===== src/rtl/rctmr_pkg.sv =====
// package: register map, field positions and timing constants of the reload/capture timer
package rctmr_pkg;
	localparam logic [7:0] OFS_CONTROL = 8'h00;
	localparam logic [7:0] OFS_MODE = 8'h04;
	localparam logic [7:0] OFS_RELOAD = 8'h08;
	localparam logic [7:0] OFS_COUNT = 8'h10;
	localparam logic [7:0] OFS_ICLR = 8'h18;
	localparam logic [7:0] OFS_IEN = 8'h1c;
	// mode register fields
	localparam int MOD_START_EDGE = 7;
	localparam int MOD_HW_START = 6;
	localparam int MOD_TRIG_EDGE = 5;
	localparam int MOD_PRESC_EN = 4;
	localparam int MOD_RATIO_LO = 1;
	localparam int MOD_UPDOWN = 0;
	// control register fields
	localparam int CON_OVF = 7;
	localparam int CON_EXT = 6;
	localparam int CON_EXT_EN = 3;
	localparam int CON_RUN = 2;
	localparam int CON_CNT_SEL = 1;
	localparam int CON_CAP_SEL = 0;
	localparam logic [7:0] CON_SW_MASK = 8'h0f;
	// interrupt clear / enable fields
	localparam int ICLR_OVF = 7;
	localparam int ICLR_EXT = 6;
	localparam int IEN_OVF = 1;
	localparam int IEN_EXT = 0;
	localparam logic [7:0] MODE_RESET = 8'h00;
	localparam logic [7:0] CON_RESET = 8'h00;
	localparam logic [15:0] CNT_RESET = 16'h0000;
	localparam logic [15:0] CNT_MAX = 16'hffff;
	localparam logic [15:0] CNT_MIN = 16'h0000;
	// fixed divider: system clock / 12 when the prescaler is off
	localparam logic [3:0] FIXED_DIV = 4'hc;
	localparam logic [3:0] FIXED_DIV_LAST = 4'hb;
	localparam logic [1:0] HTRANS_NONSEQ = 2'h2;
	localparam logic [2:0] HSIZE_WORD = 3'h2;

	typedef struct packed {
		logic sel;
		logic write;
		logic [7:0] addr;
	} rctmr_ahb_s;

	typedef struct packed {
		rctmr_ahb_s ap;
		logic [7:0] mode;
		logic [3:0] con_sw;
		logic ovf;
		logic ext;
		logic [1:0] ien;
		logic [15:0] reload;
		logic [15:0] count;
		logic [3:0] fixdiv;
		logic [6:0] presc;
		logic trig_prev;
		logic cpin_prev;
		logic adc_trig;
		logic irq;
	} rctmr_state_s;
endpackage


===== src/rtl/rctmr_top.sv =====
// reload/capture 16-bit timer with AHB-Lite register slave
`timescale 1ns/100ps
module rctmr_top (
	input wire logic clk,
	input wire logic rst,
	input wire logic hsel,
	input wire logic [31:0] haddr,
	input wire logic [1:0] htrans,
	input wire logic hwrite,
	input wire logic [2:0] hsize,
	input wire logic [31:0] hwdata,
	input wire logic hready,
	output logic [31:0] hrdata,
	output logic hreadyout,
	output logic hresp,
	input wire logic trigger_pin,
	input wire logic count_pin,
	input wire logic debug_suspend,
	input wire logic debug_suspend_enable,
	output logic irq,
	output logic adc_trigger_out
);
	rctmr_pkg::rctmr_state_s s_q, s_d;

	// ratio code to terminal prescale count (2**code - 1)
	function automatic logic [6:0] presc_last(input logic [2:0] code);
		presc_last = 7'((8'h01 << code) - 8'h01);
	endfunction

	// edge match helper: rise=1 selects rising edge
	function automatic logic edge_hit(input logic prev, input logic cur, input logic rise);
		edge_hit = rise ? (!prev && cur) : (prev && !cur);
	endfunction

	logic ap_valid;
	logic wr_en;
	logic tick_int;
	logic tick;
	logic frozen;
	logic cnt_edge;
	logic trig_evt;
	logic start_evt;
	logic cap_mode;
	logic updown;
	logic run;
	logic ovf_set;
	logic ext_set;
	logic ext_toggle;
	logic [15:0] cnt_next;
	logic [7:0] con_rd;

	// zero-wait slave; only whole-word transfers are taken
	assign ap_valid = hsel && hready && htrans == rctmr_pkg::HTRANS_NONSEQ
		&& hsize == rctmr_pkg::HSIZE_WORD;
	assign wr_en = s_q.ap.sel && s_q.ap.write;
	assign hreadyout = 1'b1;
	assign hresp = 1'b0;
	assign irq = s_q.irq;
	assign adc_trigger_out = s_q.adc_trig;

	assign cap_mode = s_q.con_sw[rctmr_pkg::CON_CAP_SEL];
	assign updown = s_q.mode[rctmr_pkg::MOD_UPDOWN] && !cap_mode;
	assign run = s_q.con_sw[rctmr_pkg::CON_RUN];
	assign frozen = debug_suspend && debug_suspend_enable;

	// tick sources; fixed /12 only when the prescaler is off
	always_comb begin
		if (s_q.mode[rctmr_pkg::MOD_PRESC_EN]) begin
			tick_int = s_q.presc == presc_last(s_q.mode[3:1]);
		end else begin
			tick_int = s_q.fixdiv == rctmr_pkg::FIXED_DIV_LAST;
		end
	end
	// count pin counts 1-to-0 transitions sampled on two clocks
	assign cnt_edge = s_q.cpin_prev && !count_pin;
	assign tick = s_q.con_sw[rctmr_pkg::CON_CNT_SEL] ? cnt_edge : tick_int;

	assign trig_evt = edge_hit(s_q.trig_prev, trigger_pin, s_q.mode[rctmr_pkg::MOD_TRIG_EDGE])
		&& s_q.con_sw[rctmr_pkg::CON_EXT_EN];
	assign start_evt = s_q.mode[rctmr_pkg::MOD_HW_START] && !run
		&& edge_hit(s_q.trig_prev, trigger_pin, s_q.mode[rctmr_pkg::MOD_START_EDGE]);

	// next count value and overflow detection
	always_comb begin
		cnt_next = s_q.count;
		ovf_set = 1'b0;
		ext_toggle = 1'b0;
		if (run && tick && !frozen) begin
			if (updown && !trigger_pin) begin
				if (s_q.count == s_q.reload) begin
					cnt_next = rctmr_pkg::CNT_MAX;
					ovf_set = 1'b1;
					ext_toggle = 1'b1;
				end else begin
					cnt_next = s_q.count - 16'h0001;
				end
			end else if (s_q.count == rctmr_pkg::CNT_MAX) begin
				ovf_set = 1'b1;
				ext_toggle = updown;
				cnt_next = cap_mode ? rctmr_pkg::CNT_MIN : s_q.reload;
			end else begin
				cnt_next = s_q.count + 16'h0001;
			end
		end
	end
	// in up/down mode the external flag toggles on wrap rather than on edges
	assign ext_set = trig_evt && !updown;

	// read mux; reserved bits stay zero
	always_comb begin
		con_rd = 8'h00;
		con_rd[3:0] = s_q.con_sw;
		con_rd[rctmr_pkg::CON_OVF] = s_q.ovf;
		con_rd[rctmr_pkg::CON_EXT] = s_q.ext;
		hrdata = 32'h0000_0000;
		if (s_q.ap.sel && !s_q.ap.write) begin
			unique case (s_q.ap.addr)
				rctmr_pkg::OFS_CONTROL: hrdata = {24'h00_0000, con_rd};
				rctmr_pkg::OFS_MODE: hrdata = {24'h00_0000, s_q.mode};
				rctmr_pkg::OFS_RELOAD: hrdata = {16'h0000, s_q.reload};
				rctmr_pkg::OFS_COUNT: hrdata = {16'h0000, s_q.count};
				rctmr_pkg::OFS_IEN: hrdata = {30'h0000_0000, s_q.ien};
				default: hrdata = 32'h0000_0000;
			endcase
		end
	end

	// whole next state
	always_comb begin
		s_d = s_q;
		s_d.ap.sel = ap_valid;
		s_d.ap.write = hwrite;
		s_d.ap.addr = haddr[7:0];
		s_d.trig_prev = trigger_pin;
		s_d.cpin_prev = count_pin;
		// dividers run always; suspend only freezes the count
		s_d.fixdiv = (s_q.fixdiv == rctmr_pkg::FIXED_DIV_LAST) ? 4'h0 : s_q.fixdiv + 4'h1;
		s_d.presc = (s_q.presc >= presc_last(s_q.mode[3:1])) ? 7'h00 : s_q.presc + 7'h01;
		s_d.adc_trig = !s_q.con_sw[rctmr_pkg::CON_CNT_SEL] && run && ovf_set;
		if (start_evt) begin
			s_d.con_sw[rctmr_pkg::CON_RUN] = 1'b1;
		end
		// hardware counting, then trigger reload or capture
		s_d.count = cnt_next;
		if (trig_evt && !updown) begin
			if (cap_mode) begin
				s_d.reload = cnt_next;
			end else begin
				s_d.count = s_q.reload;
			end
		end
		// software writes win over hardware updates
		if (wr_en) begin
			unique case (s_q.ap.addr)
				rctmr_pkg::OFS_CONTROL: s_d.con_sw = hwdata[3:0] & rctmr_pkg::CON_SW_MASK[3:0];
				rctmr_pkg::OFS_MODE: s_d.mode = hwdata[7:0];
				rctmr_pkg::OFS_RELOAD: s_d.reload = hwdata[15:0];
				rctmr_pkg::OFS_COUNT: s_d.count = hwdata[15:0];
				rctmr_pkg::OFS_IEN: s_d.ien = hwdata[1:0];
				default: s_d.ien = s_q.ien;
			endcase
		end
		// flags: a hardware set wins over a clear in the same cycle
		if (wr_en && s_q.ap.addr == rctmr_pkg::OFS_ICLR && hwdata[rctmr_pkg::ICLR_OVF]) begin
			s_d.ovf = 1'b0;
		end
		if (wr_en && s_q.ap.addr == rctmr_pkg::OFS_ICLR && hwdata[rctmr_pkg::ICLR_EXT]) begin
			s_d.ext = 1'b0;
		end
		if (ovf_set) begin
			s_d.ovf = 1'b1;
		end
		if (ext_set) begin
			s_d.ext = 1'b1;
		end else if (ext_toggle) begin
			s_d.ext = !s_q.ext;
		end
		s_d.irq = (s_q.ovf && s_q.ien[rctmr_pkg::IEN_OVF])
			|| (s_q.ext && s_q.ien[rctmr_pkg::IEN_EXT] && !updown);
	end

	// single state register, synchronous reset
	always_ff @(posedge clk) begin
		if (rst) begin
			s_q <= '0;
		end else begin
			s_q <= s_d;
		end
	end

	property p_ovf_sets;
		@(posedge clk) disable iff (rst) ovf_set |=> s_q.ovf;
	endproperty
	a_ovf_sets: assert property (p_ovf_sets) else $error("overflow flag not set");

	property p_ovf_clear;
		@(posedge clk) disable iff (rst)
		wr_en && s_q.ap.addr == rctmr_pkg::OFS_ICLR && hwdata[7] && !ovf_set |=> !s_q.ovf;
	endproperty
	a_ovf_clear: assert property (p_ovf_clear) else $error("overflow flag not cleared");

	property p_ext_clear;
		@(posedge clk) disable iff (rst)
		wr_en && s_q.ap.addr == rctmr_pkg::OFS_ICLR && hwdata[6] && !ext_set && !ext_toggle
		|=> !s_q.ext;
	endproperty
	a_ext_clear: assert property (p_ext_clear) else $error("external flag not cleared");

	property p_freeze;
		@(posedge clk) disable iff (rst) frozen && !wr_en && !trig_evt |=> $stable(s_q.count);
	endproperty
	a_freeze: assert property (p_freeze) else $error("count moved while suspended");

	property p_adc;
		@(posedge clk) disable iff (rst)
		s_q.adc_trig |-> !$past(s_q.con_sw[rctmr_pkg::CON_CNT_SEL]);
	endproperty
	a_adc: assert property (p_adc) else $error("adc trigger in counter mode");

	property p_underflow;
		@(posedge clk) disable iff (rst)
		run && tick && !frozen && updown && !trigger_pin && s_q.count == s_q.reload && !wr_en
		|=> s_q.count == rctmr_pkg::CNT_MAX && s_q.ovf;
	endproperty
	a_underflow: assert property (p_underflow) else $error("underflow reload wrong");

	property p_cap_wrap;
		@(posedge clk) disable iff (rst)
		run && tick && !frozen && cap_mode && s_q.count == rctmr_pkg::CNT_MAX && !wr_en
		|=> s_q.count == rctmr_pkg::CNT_MIN;
	endproperty
	a_cap_wrap: assert property (p_cap_wrap) else $error("capture wrap not zero");

	property p_hw_start;
		@(posedge clk) disable iff (rst) start_evt && !wr_en |=> s_q.con_sw[2];
	endproperty
	a_hw_start: assert property (p_hw_start) else $error("hardware start missed");

	property p_cnt_write;
		@(posedge clk) disable iff (rst)
		wr_en && s_q.ap.addr == rctmr_pkg::OFS_COUNT |=> s_q.count == $past(hwdata[15:0]);
	endproperty
	a_cnt_write: assert property (p_cnt_write) else $error("count write lost");

	property p_irq_sup;
		@(posedge clk) disable iff (rst)
		updown && !s_q.ovf ##1 updown |-> !s_q.irq || s_q.ovf || $past(s_q.ovf);
	endproperty
	a_irq_sup: assert property (p_irq_sup) else $error("external irq in up/down mode");

	// flag paths: an external set event raises its flag; an overflow flag rise needs its own event
	property p_ext_sets;
		@(posedge clk) disable iff (rst) ext_set |=> s_q.ext;
	endproperty
	a_ext_sets: assert property (p_ext_sets) else $error("external flag not set");

	property p_ovf_cause;
		@(posedge clk) disable iff (rst) !ovf_set |=> !$rose(s_q.ovf);
	endproperty
	a_ovf_cause: assert property (p_ovf_cause) else $error("overflow flag rose without wrap");

	// with events off only an up/down wrap may raise the external flag
	property p_ext_gate;
		@(posedge clk) disable iff (rst)
		!s_q.con_sw[rctmr_pkg::CON_EXT_EN] && !ext_toggle |=> !$rose(s_q.ext);
	endproperty
	a_ext_gate: assert property (p_ext_gate) else $error("external flag rose, events off");

	// interrupt follows an enabled flag one cycle later; the external flag only outside up/down mode
	property p_irq_ovf;
		@(posedge clk) disable iff (rst) s_q.ovf && s_q.ien[rctmr_pkg::IEN_OVF] |=> irq;
	endproperty
	a_irq_ovf: assert property (p_irq_ovf) else $error("overflow irq missing");

	property p_irq_ext;
		@(posedge clk) disable iff (rst)
		s_q.ext && s_q.ien[rctmr_pkg::IEN_EXT] && !updown |=> irq;
	endproperty
	a_irq_ext: assert property (p_irq_ext) else $error("external irq missing");

	// plain counting steps; writes and trigger reloads are left out
	property p_up_step;
		@(posedge clk) disable iff (rst)
		run && tick && !frozen && !(updown && !trigger_pin)
		&& s_q.count != rctmr_pkg::CNT_MAX && !wr_en && !trig_evt
		|=> s_q.count == $past(s_q.count) + 16'h0001;
	endproperty
	a_up_step: assert property (p_up_step) else $error("up count step wrong");

	property p_down_step;
		@(posedge clk) disable iff (rst)
		run && tick && !frozen && updown && !trigger_pin && s_q.count != s_q.reload && !wr_en
		|=> s_q.count == $past(s_q.count) - 16'h0001;
	endproperty
	a_down_step: assert property (p_down_step) else $error("down count step wrong");

	property p_ovf_reload;
		@(posedge clk) disable iff (rst)
		run && tick && !frozen && !cap_mode && !(updown && !trigger_pin)
		&& s_q.count == rctmr_pkg::CNT_MAX && !wr_en && !trig_evt
		|=> s_q.count == $past(s_q.reload);
	endproperty
	a_ovf_reload: assert property (p_ovf_reload) else $error("overflow reload wrong");

	// trigger reload replaces the count even when a tick falls in the same cycle
	property p_trig_reload;
		@(posedge clk) disable iff (rst)
		trig_evt && !updown && !cap_mode && !wr_en |=> s_q.count == $past(s_q.reload);
	endproperty
	a_trig_reload: assert property (p_trig_reload) else $error("trigger reload lost");

	property p_capture;
		@(posedge clk) disable iff (rst)
		trig_evt && !updown && cap_mode && !wr_en |=> s_q.reload == $past(cnt_next);
	endproperty
	a_capture: assert property (p_capture) else $error("capture value wrong");

	property p_stopped;
		@(posedge clk) disable iff (rst) !run && !wr_en && !trig_evt |=> $stable(s_q.count);
	endproperty
	a_stopped: assert property (p_stopped) else $error("count moved while stopped");

	property p_hw_start_off;
		@(posedge clk) disable iff (rst)
		!s_q.mode[rctmr_pkg::MOD_HW_START] && !run && !wr_en
		|=> !s_q.con_sw[rctmr_pkg::CON_RUN];
	endproperty
	a_hw_start_off: assert property (p_hw_start_off) else $error("run set by pin");

	// edge selection of start and event triggers
	property p_start_edge;
		@(posedge clk) disable iff (rst)
		start_evt |-> trigger_pin == s_q.mode[rctmr_pkg::MOD_START_EDGE];
	endproperty
	a_start_edge: assert property (p_start_edge) else $error("start on wrong edge");

	property p_trig_edge;
		@(posedge clk) disable iff (rst)
		trig_evt |-> trigger_pin == s_q.mode[rctmr_pkg::MOD_TRIG_EDGE];
	endproperty
	a_trig_edge: assert property (p_trig_edge) else $error("event on wrong edge");

	// fixed path: one tick, eleven quiet cycles, next tick; a mode change excuses it
	property p_fixed_period;
		@(posedge clk) disable iff (rst)
		!s_q.mode[rctmr_pkg::MOD_PRESC_EN] && tick_int
		|=> (!tick_int || s_q.mode[rctmr_pkg::MOD_PRESC_EN])
		##11 (tick_int || s_q.mode[rctmr_pkg::MOD_PRESC_EN]);
	endproperty
	a_fixed_period: assert property (p_fixed_period) else $error("fixed divider period");

	property p_cnt_src;
		@(posedge clk) disable iff (rst)
		s_q.con_sw[rctmr_pkg::CON_CNT_SEL] && !cnt_edge |-> !tick;
	endproperty
	a_cnt_src: assert property (p_cnt_src) else $error("tick without count pin edge");

	property p_adc_fire;
		@(posedge clk) disable iff (rst)
		ovf_set && !s_q.con_sw[rctmr_pkg::CON_CNT_SEL] |=> s_q.adc_trig;
	endproperty
	a_adc_fire: assert property (p_adc_fire) else $error("adc trigger missing");
endmodule // rctmr_top


===== config.mk =====
export PLATFORM = sky130hd
export DESIGN_NAME = rctmr_top
export DESIGN_NICKNAME = d
export VERILOG_FILES = /design/src/rtl/rctmr_pkg.sv /design/src/rtl/rctmr_top.sv
export SDC_FILE = /design/constraint.sdc
export NUM_CORES = 1
export LEC_CHECK = 0
export BUFFER_PORTS_ARGS = -buffer_cell sky130_fd_sc_hd__buf_2
export CORE_ASPECT_RATIO = 1.1
export CORE_MARGIN = 4
export CORE_UTILIZATION = 50
export CTS_CLUSTER_SIZE = 28
export DETAILED_ROUTE_END_ITERATION = 12
export PLACE_DENSITY = 0.75
export SLEW_MARGIN = 20
export SYNTH_ARGS = -nofsm -noshare
export SYNTH_HDL_FRONTEND = slang
export SYNTH_SLANG_ARGS = --single-unit

===== constraint.sdc =====
create_clock -name clk -period 3.1 [get_ports clk]
set_clock_uncertainty 0.2 [all_clocks]
set_input_delay 0.155 -clock clk [delete_from_list [all_inputs] [get_ports clk]]
set_output_delay 0.155 -clock clk [all_outputs]
set_load 0.05 [all_outputs]

==> flow_metrics.py, run 1 <==
metrics = {
    "floorplanning": {
        "io_pins": 114,
        "row_count": 38,
        "fp.dieW_um": 104,
        "core_mm2": 0.00994,
        "die_h_um": 114,
        "start_util_pct": 51.5,
        "dieArea_mm2": 0.0119,
    },
    "worst_setup_path": {
        "cp-start-kind": "flop",
        "r2r_setup_slack_ns": 0.19,
        "worstPathMaxFanout": 14,
        "critPathBufInv": 2,
        "crit_path_max_incr_delay_ns": 0.54,
        "worstPathRequired_ns": 2.74,
        "cp-end-kind": "primary output",
        "cp.arrival_ns": 2.65,
        "worstSetupPathType": "flop to primary output",
        "cp_slowest_cell": "or4_1",
        "cp_top_family": "simple AND/OR/NAND/NOR gates",
        "crit_chain": "or4_1, or3_4, nor3b_2, buf_4, a22oi_1, nor2_1, clkbuf_4",
    },
    "global_route": {
        "grt_max_degree": 49,
        "first_global_vias": 4889,
        "antenna_found_initial": 0,
        "grt_overflow": 0,
        "grt_util_all_layers_pct": 26.6,
        "grt_pass1_wl_mm": 25.4,
    },
    "timing": {
        "hold_violations": 0,
        "fin_crit_sh_pct": 96.9,
        "final.min_clock_period_ns": 3.00,
        "tightestPinTransition_ns": 0.805,
        "setup_viol": 0,
        "rsz0062_at_grt": "false",
        "setup_tns_ns": 0,
        "finalMaxSlewViolations": 0,
        "slew-limit-headroom_pct": 46.0,
        "fmax_mhz": 333,
    },
    "drt": {
        "drcViolationCount": 0,
        "via_per_inst": 6.23,
        "drtPass1Iterations": 6,
        "vias": 5248,
        "routed_wl_mm": 16.1,
        "drt_iter0_drc": 477,
        "antenna_left": 0,
        "wire_per_inst_um": 19.2,
    },
    "finish": {
        "area_growth_pct": 16.3,
        "fill_cells": 885,
        "antenna_cells": 0,
        "nets": 806,
        "instances_no_fill": 842,
        "drive_above_1_share_pct": 17.9,
    },
    "logic_synthesis": {
        "ys_ff_latch": 73,
        "synth_top_area_share_pct": 28.6,
        "synthArstFlopShare_pct": 0,
        "yosysWarningCount": 0,
        "ys_top_cells_by_area": "dfxtp_1 29%, nor2_1 6.2%, a21oi_1 4.4%",
        "avgSynthCellArea_um2": 7.91,
        "syn-cell-area_mm2": 0.00512,
        "post_synth_num_cell_types": 71,
        "synthCells": 647,
        "synth_commonest_cells": "84 x nor2_1, 73 x dfxtp_1, 45 x a21oi_1",
        "synth_edf_count": 0,
        "synth_top_cell_by_area": "dfxtp_1",
        "ys_seq_area_share_pct": 28.6,
        "yosysMostFrequentCell": "nor2_1",
        "synth_top_flop_cell": "dfxtp_1",
    },
    "place": {
        "dpl.cell_count": 797,
        "dp_hpwl_mm": 11.6,
        "finalWeightedCongestion": 1.01,
        "portBuffers": 55,
    },
    "cts": {
        "post_cts_buffers": 0,
        "cts_buffer_depth": 2,
        "worstSkewPairLatency_ns": 0.36,
        "root_buffer": "clkbuf_8",
        "cts_buffers": 9,
        "cts_tree": "built",
        "numClockSinks": 73,
        "cts.clk_slew.worst_paths_ns": 0.07,
        "htreeDepth": 3,
    },
    "flow_run": {
        "max-cap-violations": 0,
    },
    "run_status": {
        "status": "complete, no violations",
    },
    "worst_hold_path": {
        "hold_class": "primary input to flop",
    },
    "power_and_ir_drop": {
        "ir_drop_v": 0.000305,
        "leakagePower_nw": 2.23,
        "power_density_mw_per_mm2": 329,
    },
}
==> sequential cells by signal (all words and copies together), names as in the netlist <==
register	count
adc_trigger_out	1
cap_mode	1
con_rd	5
irq	1
s_q	65
==> layout by cell type (no fill, tap or decap), drive strengths merged, types with 16 or more instances in the layout <==
cell type,instances
a211oi,18
a21oi,45
and3,21
buf,82
conb,18
dfxtp,73
dlygate4sd3,29
mux2i,17
nand2,37
nand3,24
nand4,16
nor2,85
nor3,24
o21ai,17
xnor2,23
==> cells by family after synthesis <==
logic type | after synthesis | synth area share [%]
flops | 73 | 28.6
buf+inv | 80 | 8.80
simple gates | 275 | 29.0
fa+ha+maj | 11 | 2.69
mux | 18 | 3.54
other cells | 2 | 0.147
compound gates | 155 | 21.3
xor+xnor | 33 | 5.94
==> power breakdown <==
part / internal, mW / switching [mW]
clock network: 0.474 / 0.357
registers: 0.948 / 0.0122
logic: 0.0601 / 0.104
==> area by class of cell <==
cell class / instances / area, µm² / share of cell area [%]
Inverter: 9 / 33.8 / 0.567
Clock buffer: 11 / 141 / 2.37
Timing Repair Buffer: 114 / 811 / 13.6
Multi-Input combinational cell: 510 / 3280 / 55.1
Sequential cell: 73 / 1460 / 24.5
Tap cell: 120 / 150 / 2.52
Clock inverter: 5 / 78.8 / 1.32
==> path summary, 6_finish.rpt <==
| path | startpoint | to | cells after the start |
|---|---|---|---|
| worst max-delay path | s_q[63]$_SDFF_PP0_ | hrdata[15] | 7 |
| worst min-delay path | rst | s_q[41]$_SDFF_PP0_ | 2 |
| worst max register to register | s_q[56]$_SDFFE_PP0P_ | s_q[34]$_SDFF_PP0_ | 9 |
| worst min register to register | s_q[11]$_SDFF_PP0_ | s_q[11]$_SDFF_PP0_ | 1 |
==> routing by layer <==
metal	track usage, %	vias up	wire length, µm
met2	45.5	263	7700
met1	34.0	2464	6810
met3	4.74	40	1280
li1	-	2481	-
met5	0	-	0
met4	9.13	0	349
==> stage by stage <==
stage	utilization [%]	setup slack [ns]	hold WS [ns]	total power, mW	instance area (µm²)
2_1_floorplan	-	0.149	0.0314	1.09	5180
3_3_place_gp	54.6	0.199	0.119	1.11	5430
3_5_place_dp	54.6	0.150	0.138	1.12	5430
4_1_cts	59.8	0.0601	0.00892	1.97	5950
5_1_grt	59.9	0.00113	0.0304	2.02	5950
6_report	59.9	0.0957	0.0342	1.96	5950
==> worst reg2reg max path: cells and delay by family (launching register included) <==
kind                     cells  cell delay [ns]
AO/OA/AOI/OAI                5             1.44
flip-flops                   1             0.37
adder cells (fa/ha/maj)      1             0.30
AND/OR/NAND/NOR              3             0.52
==> what timing repair did <==
action	in CTS	in global routing
hold buffers	29	0
hold endpoints to repair	58	0
resized for setup	1	4
endpoints found under the setup margin	2	14
No activity file was read; power rests on OpenSTA's default activity.
==> run 2: changes to the inputs <==
Settings changed: CAP_MARGIN set to 0.
Clock period 3.1 ns to 2.8 ns, I/O delays scaled along.
==> flow_metrics.py, run 2 (synthesis gave the netlist of run 1 again) <==
metrics = {
    "drt": {
        "drtPass1Iterations": 6,
        "antenna_left": 0,
        "top_layer": "met4",
        "drcViolationCount": 0,
        "vias": 5517,
        "via_per_inst": 6.31,
        "wire_per_inst_um": 19.3,
        "route.met2.wl_mm": 8.31,
        "routed_wl_mm": 16.9,
        "wl_met3_mm": 1.27,
        "drt_iter0_drc": 650,
        "met1_length_mm": 6.99,
    },
    "power_and_ir_drop": {
        "power_density_mw_per_mm2": 324,
        "power_mw": 2.07,
        "pwr-share-clk_pct": 39.1,
        "leakagePower_nw": 2.42,
        "ir_drop_v": 0.000289,
        "p_comb_share_pct": 9.5,
        "p_sw_uw": 524,
        "seq_power_share_pct": 51.3,
        "p_int_mw": 1.54,
        "switching_share_pct": 25.4,
    },
    "floorplanning": {
        "io_pins": 114,
        "start_util_pct": 51.5,
        "row_count": 38,
        "core_mm2": 0.00994,
        "fp.dieW_um": 104,
        "dieArea_mm2": 0.0119,
        "die_h_um": 114,
    },
    "cts": {
        "root_buffer": "clkbuf_8",
        "cts_tree": "built",
        "numClockSinks": 73,
        "cts_buffer_depth": 2,
        "worstSkewPairLatency_ns": 0.36,
        "htreeDepth": 3,
        "cts.clk_slew.worst_paths_ns": 0.07,
        "cts_buffers": 9,
    },
    "finish": {
        "area_growth_pct": 24.6,
        "final_cell_area_mm2": 0.00638,
        "final_common_cell": "nor2_1",
        "largest_reg_flops": 65,
        "nets": 839,
        "drive_above_1_share_pct": 25.4,
        "instances_no_fill": 875,
        "regMostFlops": "s_q",
        "antenna_cells": 0,
        "final_cell_mix": "76 x nor2_1, 70 x dfxtp_1, 60 x buf_4, 41 x a21oi_1, 41 x buf_2",
    },
    "timing": {
        "rsz0062_at_grt": "true",
        "slew-limit-headroom_pct": 60.9,
        "fmax_mhz": 359,
        "setup_tns_ns": 0,
        "tightestPinTransition_ns": 0.585,
        "finalMaxSlewViolations": 0,
        "setup_viol": 0,
        "fin_crit_sh_pct": 99.5,
        "final.min_clock_period_ns": 2.78,
        "setup_ws_ns": 0.0152,
        "hold_violations": 0,
    },
    "global_route": {
        "grt_max_degree": 43,
        "antenna_found_initial": 0,
        "first_global_vias": 5318,
        "grt_pass1_wl_mm": 27.1,
        "grt_overflow": 0,
        "grt_util_all_layers_pct": 28.3,
    },
    "worst_setup_path": {
        "critPathBufInv": 2,
        "cp_slowest_cell": "or4_4",
        "r2r_cells": 10,
        "cp_top_family": "simple AND/OR/NAND/NOR gates",
        "cp-end-kind": "primary output",
        "worstSetupPathType": "flop to primary output",
        "critPathCapture": "hrdata[2]",
        "cp.depth": 7,
        "crit_chain": "or4_4, or3_4, nor3b_4, buf_6, nand2_1, a21oi_2, buf_6",
        "r2r_setup_slack_ns": 0.09,
        "reg2reg_from": "s_q[56]$_SDFFE_PP0P_",
        "r2r_end": "s_q[24]$_SDFF_PP0_",
        "cpMostUsedCell": "buf_6",
        "worstPathRequired_ns": 2.46,
        "worstPathMaxFanout": 7,
        "cp-start-kind": "flop",
        "cp.arrival_ns": 2.44,
        "crit_start": "s_q[63]$_SDFF_PP0_",
        "crit_path_max_incr_delay_ns": 0.53,
    },
    "run_status": {
        "status": "complete, no violations",
    },
    "worst_hold_path": {
        "hold_class": "primary input to flop",
    },
    "place": {
        "portBuffers": 55,
        "place_area_mm2": 0.00570,
        "dpl.cell_count": 828,
        "finalWeightedCongestion": 0.952,
        "dp_slack_ns": 0.00303,
        "dp_hpwl_mm": 12.4,
    },
    "flow_run": {
        "max-cap-violations": 0,
    },
}
run 2: cell types whose count changed in the layout (fill, tap and decap cells not counted), moves of 4 or more:
cell / change
nor2_1: -8
nor2_2: +8
buf_2: -11
a21oi_1: -4
buf_4: +31
buf_6: +16
run 2: metal layers:
layer / GRT usage (%) / up-vias
li1: - / 2540
met1: 35.5 / 2630
met2: 48.6 / 300
met3: 5.25 / 47
met4: 10.4 / 0
met5: 0 / -
run 2: worst register-to-register path: stages, from the launching register on:
cell	delay [ns]
dfxtp_1	0.31
or3_1	0.37
ha_1	0.30
nand4_1	0.11
o21bai_2	0.21
o21a_2	0.21
buf_4	0.19
o31ai_1	0.10
a221oi_2	0.34
nand2_1	0.12
a211oi_2	0.19
run 2: power by group through the flow:
stage / Sequential (mW) / Clock [mW] / Combinational, mW
6_report: 1.06 / 0.809 / 0.197
5_1_grt: 1.06 / 0.871 / 0.209
4_1_cts: 1.06 / 0.825 / 0.192
3_5_place_dp: 1.08 / 0 / 0.156
3_3_place_gp: 1.08 / 0 / 0.150
2_1_floorplan: 1.08 / 0 / 0.129
run 2: per-stage QoR:
stage | utilization [%] | hold WS [ns]
finish | 64.2 | 0.0548
floorplan | - | 0.0164
global route | 64.2 | 0.0716
detailed placement | 57.3 | 0.110
global placement | 57.3 | 0.106
CTS | 63.3 | 0.0301
run 2: worst min path at each step:
stage                        start              endpoint  slack, ns  depth (start not counted)
after floorplan           hsize[2]    s_q[72]$_SDFF_PP0_       0.02                          1
after global placement    hsize[2]    s_q[72]$_SDFF_PP0_       0.11                          2
after detailed placement  hsize[2]    s_q[72]$_SDFF_PP0_       0.11                          2
after CTS                      rst    s_q[14]$_SDFF_PP0_       0.03                          2
after global routing           rst  s_q[59]$_SDFFE_PP0P_       0.07                          2
final                          rst    s_q[14]$_SDFF_PP0_       0.05                          2
run 2: cell type report:
| class | count | area, µm² |
|---|---|---|
| fillers | 887 | 3560 |
| multi-input cells | 510 | 3390 |
| flip-flops and latches | 73 | 1470 |
| repair buffers | 147 | 1150 |
| clock buffers | 15 | 186 |
| well taps | 120 | 150 |
| inverters | 9 | 33.8 |
| clock inverters | 1 | 7.51 |
run 2: timing repair:
action                                  4_1_cts  5_1_grt
hold buffers                                 29        0
endpoints found under the setup margin       16       44
pin swaps                                     5       10
endpoints found under the hold margin        58        0
buffers inserted                              2        0
gates resized for setup                      29       26
